==> src/core/mps_params.svh <==
// constants for the module power-state controller
// assumes a 250 MHz clock; seconds are scaled to cycles by MPS_CLK_MHZ times 1000000
`ifndef MPS_PARAMS_SVH
`define MPS_PARAMS_SVH
`define MPS_CLK_MHZ 250
`define MPS_WAKE_HOLD_S 5
`define MPS_WAKE_HOLD_CYC (`MPS_WAKE_HOLD_S * `MPS_CLK_MHZ * 1000000)
`define MPS_DETACH_S 1
`define MPS_DETACH_CYC (`MPS_DETACH_S * `MPS_CLK_MHZ * 1000000)
`define MPS_FAST_CYC 16
`define MPS_DEB_CYC 8
`define MPS_CNT_W 32
`endif

==> src/core/mps_pkg.sv <==
// types of the module power-state controller
// constants live in mps_params.svh
package mps_pkg;
	typedef enum logic [6:0] {
		MPS_OFF = 7'h01,
		MPS_ON = 7'h02,
		MPS_SLEEP = 7'h04,
		MPS_PSM = 7'h08,
		MPS_DETACH = 7'h10,
		MPS_FAST = 7'h20,
		MPS_HALT = 7'h40
	} mps_state_t;
	typedef struct packed {
		logic power_up;
		logic orderly_shutdown_command;
		logic system_halt_command;
		logic fast_shutdown_command;
		logic power_saving_config_command;
		logic psm_timer_expired;
		logic sleep_request;
		logic wake_request;
	} mps_cmd_t;
	typedef struct packed {
		logic baseband_on;
		logic cpu_intermittent;
		logic rtc_on;
		logic cmd_ready;
		logic network_detach;
		logic fs_close;
	} mps_pwr_t;
endpackage

==> src/core/mps_filter.sv <==
// debounce and low-time counter for an active-low input
// input synchronous to clk; counts clk cycles
`timescale 1ns/100ps
`include "mps_params.svh"
module mps_filter #(
	parameter logic [`MPS_CNT_W-1:0] HOLD_CYC = `MPS_CNT_W'(`MPS_WAKE_HOLD_CYC)
) (
	input wire logic clk,
	input wire logic rst_n,
	input wire logic pin_n,
	output logic level_low,
	output logic held
);
	logic [3:0] deb;
	logic [`MPS_CNT_W-1:0] low_cnt;

	// debounce: level changes only after DEB_CYC stable samples
	always_ff @(posedge clk) begin
		if (!rst_n) begin
			deb <= 4'h0;
			level_low <= 1'b0;
		end else if ((!pin_n) == level_low) begin
			deb <= 4'h0;
		end else if (deb == 4'(`MPS_DEB_CYC - 1)) begin
			deb <= 4'h0;
			level_low <= !pin_n;
		end else begin
			deb <= deb + 4'h1;
		end
	end

	// saturating low-time count; held once the full hold has passed
	always_ff @(posedge clk) begin
		if (!rst_n || !level_low) begin
			low_cnt <= '0;
			held <= 1'b0;
		end else if (low_cnt >= HOLD_CYC - 1) begin
			held <= 1'b1;
		end else begin
			low_cnt <= low_cnt + 1'b1;
		end
	end
endmodule

==> src/core/mps_ctrl.sv <==
// power-state controller of a cellular module
// host drives power key and commands; one clock, sync reset
// How it works
// off keeps only the real-time clock running and leaves only toward on.
// on powers the baseband fully and accepts host commands.
// sleep powers the processor intermittently and still accepts commands.
// in power saving mode an expired update timer shuts the device down until wake.
// a power key held low at least 5 s wakes the device from deep sleep.
// the host reads the indicator to see deep sleep, only if saving mode was configured.
// the indicator is high while powered, low in saving mode, never forced low by command.
// with the key tied low there is no async wake and shutdown needs the halt command.
// an orderly shutdown detaches and closes the filesystem, taking over 1 s; the code holds detach for exactly DETACH_CYC cycles, 1 s at 250 MHz.
// unconditional shutdown, not in saving mode, resets and powers down without detach.
// the host keeps supply removal for emergencies only.
// a configured input falling high to low starts fast shutdown.
// the fast shutdown command does the same as the hardware trigger.
// the key is synchronised, debounced and its low time counted before wake; the code has no synchroniser and takes the key as synchronous to clk.
`timescale 1ns/100ps
`include "mps_params.svh"
module mps_ctrl #(
	parameter logic [`MPS_CNT_W-1:0] WAKE_HOLD_CYC = `MPS_CNT_W'(`MPS_WAKE_HOLD_CYC),
	parameter logic [`MPS_CNT_W-1:0] DETACH_CYC = `MPS_CNT_W'(`MPS_DETACH_CYC)
) (
	input wire logic clk,
	input wire logic rst_n,
	input wire logic power_key_n,
	input wire logic fast_gpio,
	input wire logic fast_gpio_enable,
	input wire logic unconditional_shutdown,
	input wire mps_pkg::mps_cmd_t cmd,
	output logic power_on_indicator,
	output mps_pkg::mps_pwr_t pwr,
	output mps_pkg::mps_state_t state
);
	mps_pkg::mps_state_t next_state;
	logic key_low;
	logic key_held;
	logic key_held_d;
	logic psm_cfg;
	logic gpio_d;
	logic fast_trig;
	logic unc_seen;
	logic [`MPS_CNT_W-1:0] tmr;
	logic tmr_done;

	mps_filter #(.HOLD_CYC(WAKE_HOLD_CYC)) u_key (
		.clk(clk),
		.rst_n(rst_n),
		.pin_n(power_key_n),
		.level_low(key_low),
		.held(key_held)
	);

	// falling edge of the configured fast-shutdown input
	always_ff @(posedge clk) begin
		// reset to the idle high level; a pin already low at release reads as a fall in the first cycle, while the state is still off
		if (!rst_n) begin
			gpio_d <= 1'b1;
		end else begin
			gpio_d <= fast_gpio;
		end
	end
	assign fast_trig = (fast_gpio_enable && gpio_d && !fast_gpio) || cmd.fast_shutdown_command;

	// held rises once per press; a key tied low gives one edge only, so no later key wake, though wake_request still wakes
	always_ff @(posedge clk) begin
		if (!rst_n) begin
			key_held_d <= 1'b0;
		end else begin
			key_held_d <= key_held;
		end
	end

	// saving mode armed only after configuration
	always_ff @(posedge clk) begin
		if (!rst_n) begin
			psm_cfg <= 1'b0;
		end else if (cmd.power_saving_config_command) begin
			psm_cfg <= 1'b1;
		end
	end

	// unconditional line: act on release
	// a release while halted or timing a phase is dropped; the timed phases end on their own, halt holds until reset
	always_ff @(posedge clk) begin
		if (!rst_n) begin
			unc_seen <= 1'b0;
		end else if (state == mps_pkg::MPS_PSM || state == mps_pkg::MPS_OFF) begin
			unc_seen <= 1'b0;
		end else if (unconditional_shutdown) begin
			unc_seen <= 1'b1;
		end else begin
			unc_seen <= 1'b0;
		end
	end

	// timer for detach and fast power-down phases
	// restarts on every state change, so each phase is timed from its own entry
	always_ff @(posedge clk) begin
		if (!rst_n || next_state != state) begin
			tmr <= '0;
		end else if (!tmr_done) begin
			tmr <= tmr + 1'b1;
		end
	end
	assign tmr_done = (state == mps_pkg::MPS_DETACH) ? (tmr >= DETACH_CYC - 1)
		: (tmr >= `MPS_CNT_W'(`MPS_FAST_CYC - 1));

	// priority: unconditional line, fast, halt, orderly, saving-mode timer, sleep and wake
	always_comb begin
		next_state = state;
		case (state)
			mps_pkg::MPS_OFF: begin
				if (cmd.power_up) begin
					next_state = mps_pkg::MPS_ON;
				end
			end
			mps_pkg::MPS_ON, mps_pkg::MPS_SLEEP: begin
				if (unc_seen && !unconditional_shutdown) begin
					next_state = mps_pkg::MPS_OFF;
				end else if (unconditional_shutdown) begin
					next_state = state;
				end else if (fast_trig) begin
					next_state = mps_pkg::MPS_FAST;
				end else if (cmd.system_halt_command) begin
					next_state = mps_pkg::MPS_HALT;
				end else if (cmd.orderly_shutdown_command) begin
					next_state = mps_pkg::MPS_DETACH;
				end else if (psm_cfg && cmd.psm_timer_expired) begin
					next_state = mps_pkg::MPS_PSM;
				end else if (state == mps_pkg::MPS_ON && cmd.sleep_request) begin
					next_state = mps_pkg::MPS_SLEEP;
				end else if (state == mps_pkg::MPS_SLEEP && cmd.wake_request) begin
					next_state = mps_pkg::MPS_ON;
				end
			end
			mps_pkg::MPS_PSM: begin
				if ((key_held && !key_held_d) || cmd.wake_request) begin
					next_state = mps_pkg::MPS_ON;
				end
			end
			mps_pkg::MPS_DETACH, mps_pkg::MPS_FAST: begin
				if (tmr_done) begin
					next_state = mps_pkg::MPS_OFF;
				end
			end
			mps_pkg::MPS_HALT: begin
				next_state = mps_pkg::MPS_HALT; // only supply removal leaves
			end
			default: begin
				next_state = mps_pkg::MPS_OFF;
			end
		endcase
	end

	always_ff @(posedge clk) begin
		if (!rst_n) begin
			state <= mps_pkg::MPS_OFF;
		end else begin
			state <= next_state;
		end
	end

	// outputs registered from next state
	always_ff @(posedge clk) begin
		if (!rst_n) begin
			power_on_indicator <= 1'b0;
			pwr <= '0;
		end else begin
			power_on_indicator <= next_state != mps_pkg::MPS_OFF && next_state != mps_pkg::MPS_PSM;
			pwr.rtc_on <= 1'b1;
			pwr.baseband_on <= next_state == mps_pkg::MPS_ON || next_state == mps_pkg::MPS_DETACH;
			pwr.cpu_intermittent <= next_state == mps_pkg::MPS_SLEEP;
			pwr.cmd_ready <= next_state == mps_pkg::MPS_ON || next_state == mps_pkg::MPS_SLEEP;
			pwr.network_detach <= next_state == mps_pkg::MPS_DETACH;
			pwr.fs_close <= next_state == mps_pkg::MPS_DETACH || next_state == mps_pkg::MPS_FAST;
		end
	end

	psm_ind_low_a: assert property (@(posedge clk) disable iff (!rst_n)
		state == mps_pkg::MPS_PSM |-> !power_on_indicator) else $error("indicator high in saving mode");
	on_ind_high_a: assert property (@(posedge clk) disable iff (!rst_n)
		state == mps_pkg::MPS_ON |-> power_on_indicator) else $error("indicator low while on");
	off_exit_a: assert property (@(posedge clk) disable iff (!rst_n)
		state == mps_pkg::MPS_OFF ##1 state != mps_pkg::MPS_OFF |-> state == mps_pkg::MPS_ON)
		else $error("off left to wrong state");
	on_baseband_a: assert property (@(posedge clk) disable iff (!rst_n)
		state == mps_pkg::MPS_ON |-> pwr.baseband_on && pwr.cmd_ready) else $error("on without baseband");
	sleep_inter_a: assert property (@(posedge clk) disable iff (!rst_n)
		state == mps_pkg::MPS_SLEEP |-> pwr.cpu_intermittent && pwr.cmd_ready) else $error("sleep outputs wrong");
	psm_entry_a: assert property (@(posedge clk) disable iff (!rst_n)
		$rose(state == mps_pkg::MPS_PSM) |-> $past(psm_cfg)) else $error("saving mode without config");
	wake_qual_a: assert property (@(posedge clk) disable iff (!rst_n)
		state == mps_pkg::MPS_PSM && !cmd.wake_request && !key_held |=> state == mps_pkg::MPS_PSM)
		else $error("wake without full hold");
	detach_len_a: assert property (@(posedge clk) disable iff (!rst_n)
		$rose(state == mps_pkg::MPS_DETACH) |-> state == mps_pkg::MPS_DETACH [*2]) else $error("detach too short");
	fast_go_a: assert property (@(posedge clk) disable iff (!rst_n)
		state == mps_pkg::MPS_ON && fast_gpio_enable && gpio_d && !fast_gpio
		&& !unconditional_shutdown && !unc_seen
		|=> state == mps_pkg::MPS_FAST) else $error("gpio fall ignored");
	fast_cmd_a: assert property (@(posedge clk) disable iff (!rst_n)
		(state == mps_pkg::MPS_ON || state == mps_pkg::MPS_SLEEP) && cmd.fast_shutdown_command
		&& !unconditional_shutdown && !unc_seen |=> state == mps_pkg::MPS_FAST)
		else $error("fast command ignored");
	unc_off_a: assert property (@(posedge clk) disable iff (!rst_n)
		state == mps_pkg::MPS_ON && unc_seen && !unconditional_shutdown
		|=> state == mps_pkg::MPS_OFF && !pwr.network_detach)
		else $error("unconditional release missed");
	halt_stay_a: assert property (@(posedge clk) disable iff (!rst_n)
		state == mps_pkg::MPS_HALT |=> state == mps_pkg::MPS_HALT) else $error("halt left");

	// outputs and state move on the same edge, so the output checks compare them in one cycle
	off_quiet_a: assert property (@(posedge clk) disable iff (!rst_n)
		state == mps_pkg::MPS_OFF |-> !pwr.baseband_on && !pwr.cmd_ready && !power_on_indicator)
		else $error("powered while off");
	ind_track_a: assert property (@(posedge clk) disable iff (!rst_n)
		power_on_indicator == (state != mps_pkg::MPS_OFF && state != mps_pkg::MPS_PSM))
		else $error("indicator does not follow state");
	psm_gate_a: assert property (@(posedge clk) disable iff (!rst_n)
		(state == mps_pkg::MPS_ON || state == mps_pkg::MPS_SLEEP) && !psm_cfg && cmd.psm_timer_expired
		|=> state != mps_pkg::MPS_PSM) else $error("saving mode entered unconfigured");
	detach_out_a: assert property (@(posedge clk) disable iff (!rst_n)
		state == mps_pkg::MPS_DETACH |-> pwr.network_detach && pwr.fs_close && pwr.baseband_on)
		else $error("detach outputs wrong");
	unc_hold_a: assert property (@(posedge clk) disable iff (!rst_n)
		(state == mps_pkg::MPS_ON || state == mps_pkg::MPS_SLEEP) && unconditional_shutdown |=> $stable(state))
		else $error("state moved while line held");
	fast_close_a: assert property (@(posedge clk) disable iff (!rst_n)
		state == mps_pkg::MPS_FAST |-> pwr.fs_close && !pwr.network_detach && !pwr.baseband_on)
		else $error("fast power-down outputs wrong");
endmodule

==> config.mk <==
export PLATFORM = sky130hd
export DESIGN_NAME = mps_ctrl
export DESIGN_NICKNAME = d
export VERILOG_FILES = /design/src/core/mps_pkg.sv /design/src/core/mps_filter.sv /design/src/core/mps_ctrl.sv
export VERILOG_INCLUDE_DIRS = /design/src /design/src/core
export SDC_FILE = /design/constraint.sdc
export NUM_CORES = 1
export LEC_CHECK = 0
export BUFFER_PORTS_ARGS = -buffer_cell sky130_fd_sc_hd__buf_2
export CORE_MARGIN = 2
export CORE_UTILIZATION = 44
export CTS_CLUSTER_SIZE = 14
export DETAILED_ROUTE_END_ITERATION = 12
export SLEW_MARGIN = 20
export SYNTH_ARGS = -nofsm -noshare
export SYNTH_HDL_FRONTEND = slang
export SYNTH_SLANG_ARGS = --single-unit
==> constraint.sdc <==
create_clock -name clk -period 5.85 [get_ports clk]
set_input_delay 0.8775 -clock clk [delete_from_list [all_inputs] [get_ports clk]]
set_output_delay 0.8775 -clock clk [all_outputs]
set_load 0.01 [all_outputs]
; ---- Word level (Yosys, flattened, before mapping)
; Cells that the tools add are included.
[classes]
mux = 15
addsub = 3
bitwise_logic = 2
eq_ne = 16
reduce_logical = 27
n_lt_le_gt_ge = 3
[op_table]
columns = operator, n
row1 = $mux W7, 11
row2 = $add A32 B1 Y32 const B, 2
row3 = $pmux W7 S5, 1
row4 = $ge A32 B28 Y1 const B, 1
row5 = $ge A32 B31 Y1 const B, 1
row6 = $ge A32 B4 Y1 const B, 1
row7 = $eq A7 B2 Y1 const B, 2
row8 = $eq A7 B3 Y1 const B, 2
row9 = $eq A7 B5 Y1 const B, 2
row10 = $eq A7 B6 Y1 const B, 2
row11 = $logic_and A1 B1 Y1, 8
row12 = $logic_or A1 B1 Y1, 8
row13 = $eq A7 B1 Y1 const B, 1
row14 = $eq A7 B4 Y1 const B, 1
row15 = $eq A7 B7 Y1 const B, 1
row16 = $ne A7 B1 Y1 const B, 1
row17 = $ne A7 B4 Y1 const B, 1
row18 = $ne A7 B7 Y1, 1
row19 = $logic_not A1 Y1, 6
row20 = $reduce_or A2 Y1, 3
row21 = $add A4 B1 Y4 const B, 1
row22 = $eq A4 B3 Y1 const B, 1
row23 = $mux W4, 1
row24 = $reduce_or A3 Y1, 1
row25 = other kinds (4), 6
[totals]
reg_bits = 88
output_inout_bits = 14

; ---- Longest topological paths before layout
; Gate-level depths: netlist (run 1).
[logic_depth]
ltp_word = 14
depth_mapped = 8
mapped_depth_nobuf = 7

; ---- Cells and area by module
; From an unflattened synthesis (run 1), not the netlist that was laid out.
[unflattened]
cells_unflattened = 516
hier_area_um2 = 4464.3
[by_module_without_submodules]
columns = mod, n_inst, cells_per_inst, area_each_um2
row1 = mps_ctrl, 1, 312, 2641.3
row2 = mps_filter, 1, 204, 1823.0

; ---- Least setup slack after synthesis (run 1)
; No wires, ideal clock.
[synth_timing]
path_kind = input-to-reg
startpoint = input fast_gpio
endpoint = register tmr[2]
arrival_ps = 2472
setup_ps = 86
stages = 7
path_buffers = 1
setup_slack_ps = 3292
path_cell_list = and3b_1 nor3_1 a31oi_1 a2111oi_0 o2111ai_2 buf_4 a211oi_1
[synth_via]
elab_chain_cells = 9
[synth_rtl]
columns = item, line
row1 = start: declaration, mps_ctrl.sv:27  ; input wire logic fast_gpio,
row2 = $logic_not A1 Y1, mps_ctrl.sv:63  ; assign fast_trig = (fast_gpio_enable && gpio_d && !fast_gpio) || cmd.fast_shutdown_command;
row3 = $logic_and A1 B1 Y1, mps_ctrl.sv:63
row4 = $logic_or A1 B1 Y1, mps_ctrl.sv:63
row5 = $mux W7, mps_ctrl.sv:123  ; end else if (fast_trig) begin
row6 = $mux W7, mps_ctrl.sv:121  ; end else if (unconditional_shutdown) begin
row7 = $mux W7, mps_ctrl.sv:119  ; if (unc_seen && !unconditional_shutdown) begin
row8 = $pmux W7 S5, mps_ctrl.sv:112  ; case (state)
row9 = $ne A7 B7 Y1, mps_ctrl.sv:100  ; if (!rst_n || next_state != state) begin
row10 = $logic_or A1 B1 Y1, mps_ctrl.sv:100
row11 = end signal: assignment, mps_ctrl.sv:103  ; tmr <= tmr + 1'b1;
row12 = end: declaration, mps_ctrl.sv:43  ; logic [`MPS_CNT_W-1:0] tmr;
; No other way between the ends.
; A chain may end at the register's enable or synchronous reset.

; ---- Final worst setup path (run 1)
[layout_timing]
startpoint = register state[1]
endpoint = register tmr[7]
[layout_via]
elab_chain_cells = 13
elab_cells_between_ends = 26
cone_classes = eq/ne (8) / mux (13) / reduce/logical (5)
[layout_rtl]
columns = item, line
row1 = start: declaration, mps_ctrl.sv:33  ; output mps_pkg::mps_state_t state
row2 = start signal: assignment, mps_ctrl.sv:158  ; state <= mps_pkg::MPS_OFF;
row3 = start signal: assignment, mps_ctrl.sv:160  ; state <= next_state;
row4 = $eq A7 B3 Y1, "mps_ctrl.sv:112, mps_ctrl.sv:133"
row5 = $logic_and A1 B1 Y1, mps_ctrl.sv:133  ; end else if (state == mps_pkg::MPS_SLEEP && cmd.wake_request) begin
row6 = $mux W7, mps_ctrl.sv:133
row7 = $mux W7, mps_ctrl.sv:131  ; end else if (state == mps_pkg::MPS_ON && cmd.sleep_request) begin
row8 = $mux W7, mps_ctrl.sv:129  ; end else if (psm_cfg && cmd.psm_timer_expired) begin
row9 = $mux W7, mps_ctrl.sv:127  ; end else if (cmd.orderly_shutdown_command) begin
row10 = $mux W7, mps_ctrl.sv:125  ; end else if (cmd.system_halt_command) begin
row11 = $mux W7, mps_ctrl.sv:123
row12 = $mux W7, mps_ctrl.sv:121
row13 = $mux W7, mps_ctrl.sv:119
row14 = $pmux W7 S5, mps_ctrl.sv:112
row15 = $ne A7 B7 Y1, mps_ctrl.sv:100
row16 = $logic_or A1 B1 Y1, mps_ctrl.sv:100
; Several ways; a longest one is shown, not always the timed one.

==> results of run 1 <==
## worst max-delay path, cell delays in order (launching register included)
cell and delay, ps:
dfxtp_1 480, or2_1 400, nor4_4 300, o2111ai_2 440, nor2_1 610, o2111ai_4 170
buf_4 330, a211oi_1 240
## layer usage
metal | GRT usage, % | routed length, µm
met3 | 4.16 | 540
met2 | 29.9 | 4870
met4 | 9.71 | 293
met5 | 0 | 0
met1 | 27.8 | 5260
## registers in the layout, summed over array words and instances, names as in the netlist
name	cells
power_on_indicator	1
pwr	6
u_key.low_cnt	32
u_key.deb	4
psm_cfg	1
gpio_d	1
u_key.level_low	1
u_key.held	1
tmr	32
unc_seen	1
key_held_d	1
state	7
## logic make-up (layout without fill, tap and decap cells)
logic type / Yosys count / in the layout
buf+inv: 47 / 60
simple gates: 274 / 274
flops: 88 / 88
fa+ha+maj: 3 / 3
xor+xnor: 27 / 27
compound gates: 112 / 112
mux: 2 / 2
## worst paths after layout
kind | from | to | depth (start not counted)
worst min-delay path | u_key.deb[0] | u_key.deb[0] | 1
worst min register to register | u_key.deb[0] | u_key.deb[0] | 1
worst max register to register | state[1] | tmr[7] | 7
worst max-delay path | state[1] | tmr[7] | 7
## metrics by stage
step | cells | util, % | area (µm²) | power, mW | worst slack (ps)
2_1_floorplan | 553 | - | 4760 | 0.706 | 3290
3_3_place_gp | 686 | 47.5 | 4950 | 0.736 | 2780
3_5_place_dp | 686 | 47.5 | 4950 | 0.737 | 2730
4_1_cts | 702 | 49.3 | 5130 | 1.15 | 2810
5_1_grt | 702 | 49.3 | 5130 | 1.19 | 2490
6_report | 702 | 49.3 | 5130 | 1.13 | 2780
## placed cells by master, fill, tap and decap left out, drive strengths merged, types with 16 or more instances in the layout
cell type,n
nand2,42
nand3,21
or4,16
a21oi,21
dfxtp,88
buf,31
nor4,21
nor2,38
nand4,24
or3,21
a211oi,18
o21ai,20
inv,17
nor3,30
## final cells by class
type,count,area [µm²],area share (%)
clock inverters,7,62.6,1.22
repair buffers,31,165,3.22
well taps,136,170,3.31
multi-input cells,418,2800,54.6
inverters,13,48.8,0.951
clock buffers,9,124,2.41
flip-flops and latches,88,1760,34.3
## power by group through the flow
stage / Clock, mW / Sequential, mW / Combinational (mW)
6_report: 0.407 / 0.616 / 0.107
5_1_grt: 0.450 / 0.618 / 0.120
4_1_cts: 0.423 / 0.616 / 0.108
3_5_place_dp: 0 / 0.630 / 0.107
3_3_place_gp: 0 / 0.630 / 0.107
2_1_floorplan: 0 / 0.627 / 0.0789
==> reports/metrics.yaml, run 1 <==
run_status:
  status: "finished, final reports clean"
timing:
  rsz0062_at_grt: "false"
  worst_slew_pin_slew_ps: 970
  timing.slew.headroom_pct: 35.1
  fin_worst_skew_ps: 12.6
  setup_violations: 0
  layout_min_cycle_time_ps: 3070
  finalSetupTns_ps: 0
  hold_slack_ps: 454
  slew_violations: 0
  finalCritPeriodShare_pct: 52.5
  final-hold-violation-count: 0
  timing.fmax_mhz: 326
logic_synthesis:
  synth_most_common_cell: "dfxtp_1"
  synthAdderAreaFrac_pct: 0.789
  synthSimpleGateAreaFrac_pct: 34.9
  synth_common_cells: "dfxtp_1 (88), nand2_1 (42), nor2_1 (38), nand4_1 (24)"
  synthCells: 553
  synth_ff_type: "dfxtp_1"
  synth_edf_count: 0
  synth-seq-cells: 88
  ys_types: 67
  yosys_warnings: 0
  syn-num-nets: 570
  muxShareOfSynthArea_pct: 0.421
  ys_seq_area_share_pct: 37.0
  syn-cell-area_um2: 4760
  yosys-top-cells-area: "dfxtp_1 (37%), nand2_1 (3.3%), nand4_1 (3.2%)"
  syn_area_per_cell_um2: 8.60
  synth-xor-area-share_pct: 4.97
  synth_top_area_share_pct: 37.0
  synth_compound_area_share_pct: 17.2
  synth_top_family_by_area: "simple AND/OR/NAND/NOR gates"
  yosysTopAreaCell: "dfxtp_1"
  async_flop_share_pct: 0
clock_network:
  post_cts_buffers: 0
  insertion_delay_ps: 370
  clockBufferDepth: 2
  cts_tree: "built"
  cts-hold-fix-buffers: 0
  clkTransAtPathRegs_ps: 90
  clock-sinks: 88
  cts.repair.resized: 0
  htreeDepth: 3
  cts_made_buffers: 9
  root_buffer: "clkbuf_8"
hold_path:
  hp-class: "reg2reg"
place:
  dp.final_hpwl_um: 7530
  gp_congestion: 0.923
  io_buffers: 27
pwr:
  combinationalPowerShare_pct: 9.5
  ir_worst_vdd_mv: 0.147
  power.switching_mw: 0.326
  pwr-share-clk_pct: 36.0
  p_per_area_nw_per_um2: 220
  leakage_nw: 1.62
  swShare_pct: 28.8
  pwr-share-seq_pct: 54.5
  p_int_mw: 0.805
drt:
  wirelength_um: 11000
  wl_per_cell_um: 15.6
  drtIter0Drc: 216
  antenna_left: 0
  vias_per_cell: 5.90
  firstDrtPassIters: 5
  drc: 0
  via_count: 4139
global_routing:
  grt_pass1_wl_um: 18800
  grt.total_usage_pct: 20.1
  antenna_found_initial: 0
  grt_overflow: 0
  grt_max_degree: 33
  grt_pass1_vias: 3856
layout:
  drive_above_1_share_pct: 15.4
  fillers: 1036
  area_growth_pct: 7.95
  fin_nets: 578
  diodes: 0
worst_setup_path:
  cp_data_required_time_ps: 6130
  arrival_ps: 3350
  critPathMaxFanout: 32
  crit_path_end_kind: "flip-flop"
  worstSetupPathType: "reg2reg"
  reg2reg_slack_ps: 2780
  critical_path.startpoint_type: "flip-flop"
die:
  fp.dieArea_um2: 11700
  die_y_um: 108
  die_w_um: 108
  core-area_um2: 10400
  ios: 28
  start_util_pct: 45.7
  rows: 37
run:
  cap_viol_max_count: 0
Note: power is estimated with default switching activity, not from simulation.
==> run 2, diff against run 1 <==
Settings changed: ABC_AREA set to 1.
Clock period 5.85 ns to 2.45 ns, I/O delays scaled along.
==> reports/metrics.yaml, run 2 <==
place:
  io_buffers: 27  # unchanged
  dp.final_hpwl_um: 10000  # +33%
  placement.setup.worst_slack_ps: 103  # -2630 ps
  gp_congestion: 0.952  # +3.2%
  dpl_cell_area_um2: 5830  # +18%
timing:
  fin_worst_skew_ps: 8.70  # -3.91 ps
  setup_violations: 0  # unchanged
  finalSetupTns_ps: 0  # unchanged
  timing.slew.headroom_pct: 69.3  # +34 points
  layout_setup_ws_ps: 256  # -2520 ps
  rsz0062_at_grt: "false"
  timing.fmax_mhz: 456  # +40%
  layout_min_cycle_time_ps: 2190  # -876 ps
  final-hold-violation-count: 0  # unchanged
  worst_slew_pin_slew_ps: 457  # -513 ps
  slew_violations: 0  # unchanged
  finalCritPeriodShare_pct: 89.5  # +37 points
die:
  fp.dieArea_um2: 13500  # +16%
  start_util_pct: 44.6  # -1.1 points
  core-area_um2: 12500  # +20%
  die_y_um: 116  # +7.8%
  ios: 28  # unchanged
  rows: 41  # +11%
  die_w_um: 116  # +7.8%
logic_synthesis:
  ys_types: 36  # -46%
  syn-num-nets: 858  # +51%
  yosys-top-cells-area: "dfxtp_1 (32%), nand2_1 (15%), inv_1 (7.7%)"
  ys_seq_area_share_pct: 31.7  # -5.3 points
  synth_most_common_cell: "nand2_1"
  yosysTopAreaCell: "dfxtp_1"
  synth_common_cells: "nand2_1 (219), inv_1 (114), dfxtp_1 (88), nor2_1 (87), nand3_1 (47)"
  synth-seq-cells: 88  # unchanged
  syn_area_per_cell_um2: 6.61  # -23%
  synth_edf_count: 0  # unchanged
  async_flop_share_pct: 0  # unchanged
  synth_ff_type: "dfxtp_1"
  synth_top_area_share_pct: 31.7  # -5.3 points
  yosys_warnings: 0  # unchanged
  syn-cell-area_um2: 5560  # +17%
  synthCells: 841  # +52%
worst_setup_path:
  worstSetupPathType: "reg2reg"
  crit_path_end_kind: "flip-flop"
  cp_data_required_time_ps: 2690  # -3440 ps
  critPathMaxFanout: 21  # -34%
  r2r_end: "u_key.low_cnt[7]"
  critical_path.startpoint_type: "flip-flop"
  reg2regPathDepth: 13  # +6
  reg2reg_slack_ps: 260  # -2520 ps
  arrival_ps: 2430  # -920 ps
  r2r-start: "u_key.low_cnt[1]"
layout:
  design_area_um2: 6170  # +20%
  layout_common_cells: "nand2_1 (219), inv_1 (114), dfxtp_1 (88), nor2_1 (87), nand3_1 (47)"
  area_growth_pct: 11.0
  mostFrequentLayoutCell: "nand2_1"
  reg_top3: "tmr (32), u_key.low_cnt (32), state (7)"
  fin_nets: 883  # +53%
  drive_above_1_share_pct: 13.3  # -2.1 points
  diodes: 0  # unchanged
hold_path:
  min_to: "gpio_d"
  min-delay-start: "fast_gpio"
  min_delay_path_depth: 3  # +2
  hp-class: "in2reg"
clock_network:
  cts_tree: "built"
  cts_made_buffers: 9  # unchanged
  root_buffer: "clkbuf_16"
  insertion_delay_ps: 350  # -20 ps
  clock-sinks: 88  # unchanged
  htreeDepth: 3  # unchanged
  cts-hold-fix-buffers: 0  # unchanged
  clkTransAtPathRegs_ps: 70  # -20 ps
  clockBufferDepth: 2  # unchanged
drt:
  drtIter0Drc: 295  # +37%
  antenna_left: 0  # unchanged
  firstDrtPassIters: 5  # unchanged
  wirelength_um: 13400  # +23%
  vias_per_cell: 4.98  # -15%
  drc: 0  # unchanged
  via_count: 5199  # +26%
  wl_per_cell_um: 12.9  # -17%
global_routing:
  grt_max_degree: 48  # +45%
  grt_overflow: 0  # unchanged
  grt.total_usage_pct: 20.9  # +0.84 points
  antenna_found_initial: 0  # unchanged
  grt_pass1_vias: 4851  # +26%
  grt_pass1_wl_um: 22600  # +20%
pwr:
  ir_worst_vdd_mv: 0.455  # +210%
  p_total_mw: 3.45  # +210%
  p_per_area_nw_per_um2: 559  # +150%
  leakage_nw: 2.27  # +40%
run_status:
  status: "finished, final reports clean"
run:
  cap_viol_max_count: 0  # unchanged
-- run 2: cell count changes in the layout (fill, tap and decap cells not counted), sizes merged, moves of 14 or more --
cell and change:
nand3 +28, or3 -21, xor2 +30, o21ai +14, nand2 +190, or4 -16
nor2 +57, a21oi +15, nor3 +43, inv +106, a211oi -18
-- run 2: final cells by class --
cell class / instances / area (µm²)
multi-input cells: 608 / 3160
fillers: 1323 / 6300
repair buffers: 36 / 235
flip-flops and latches: 88 / 1760
well taps: 172 / 215
clock inverters: 7 / 103
inverters: 123 / 464
clock buffers: 9 / 225
-- run 2: critical path, stage by stage, from the launching register on --
cell     delay [ps]
dfxtp_1         390
ha_1            240
nand3_1         110
nor2_1          130
nand2_1         150
nand4_1         120
nand4_1         110
nand2_1         110
nand2_1          50
nand2_1         140
buf_4           280
o21ai_0         110
nand2_1          80
nor2_1           50
-- run 2: where the power goes --
group	switching, mW	internal, mW	leakage, nW
logic	0.307	0.129	1.40
clock network	0.625	0.904	0.157
registers	0.0244	1.46	0.711
-- run 2: worst max-delay path by stage --
stage                           startpoint          endpoint  slack (ps)  depth (start not counted)
after CTS                           tmr[0]           tmr[30]          90                         15
final                     u_key.low_cnt[1]  u_key.low_cnt[7]         260                         13
after floorplan           u_key.low_cnt[1]  u_key.low_cnt[1]         610                         13
after detailed placement            tmr[0]           tmr[30]         100                         15
after global routing      u_key.low_cnt[1]  u_key.low_cnt[7]          30                         13
after global placement              tmr[0]           tmr[31]         250                         15
-- run 2: timing repair --
action / 4_1_cts / 5_1_grt
setup buffers: 0 / 0
gates resized for setup: 0 / 5
endpoints found under the hold margin: 0 / 0
endpoints found under the setup margin: 0 / 34
-- run 2: metal layers --
metal  GRT usage [%]  part of all wire (%)
met1            26.4                    47
met2            35.8                    48
met3            3.84                   3.1
met4            7.62                   1.9
met5               0                     0
-- run 2: through the flow --
step | cells | hold WS [ps] | util, %
after CTS | 1043 | 188 | 49.4
after floorplan | 841 | 395 | -
after detailed placement | 1027 | 431 | 46.8
after global placement | 1027 | 424 | 46.8
after global routing | 1043 | 203 | 49.5
final | 1043 | 197 | 49.5
-- run 2: cell families (layout without fill, tap and decap cells) --
group,count (synthesis),in the layout,share of synthesized area [%]
AND/OR/NAND/NOR,482,482,41.6
buffers and inverters,145,175,11.3
flip-flops,88,88,31.7
AO/OA/AOI/OAI,74,74,6.98
XOR/XNOR,49,49,7.72
adder cells (fa/ha/maj),3,3,0.676
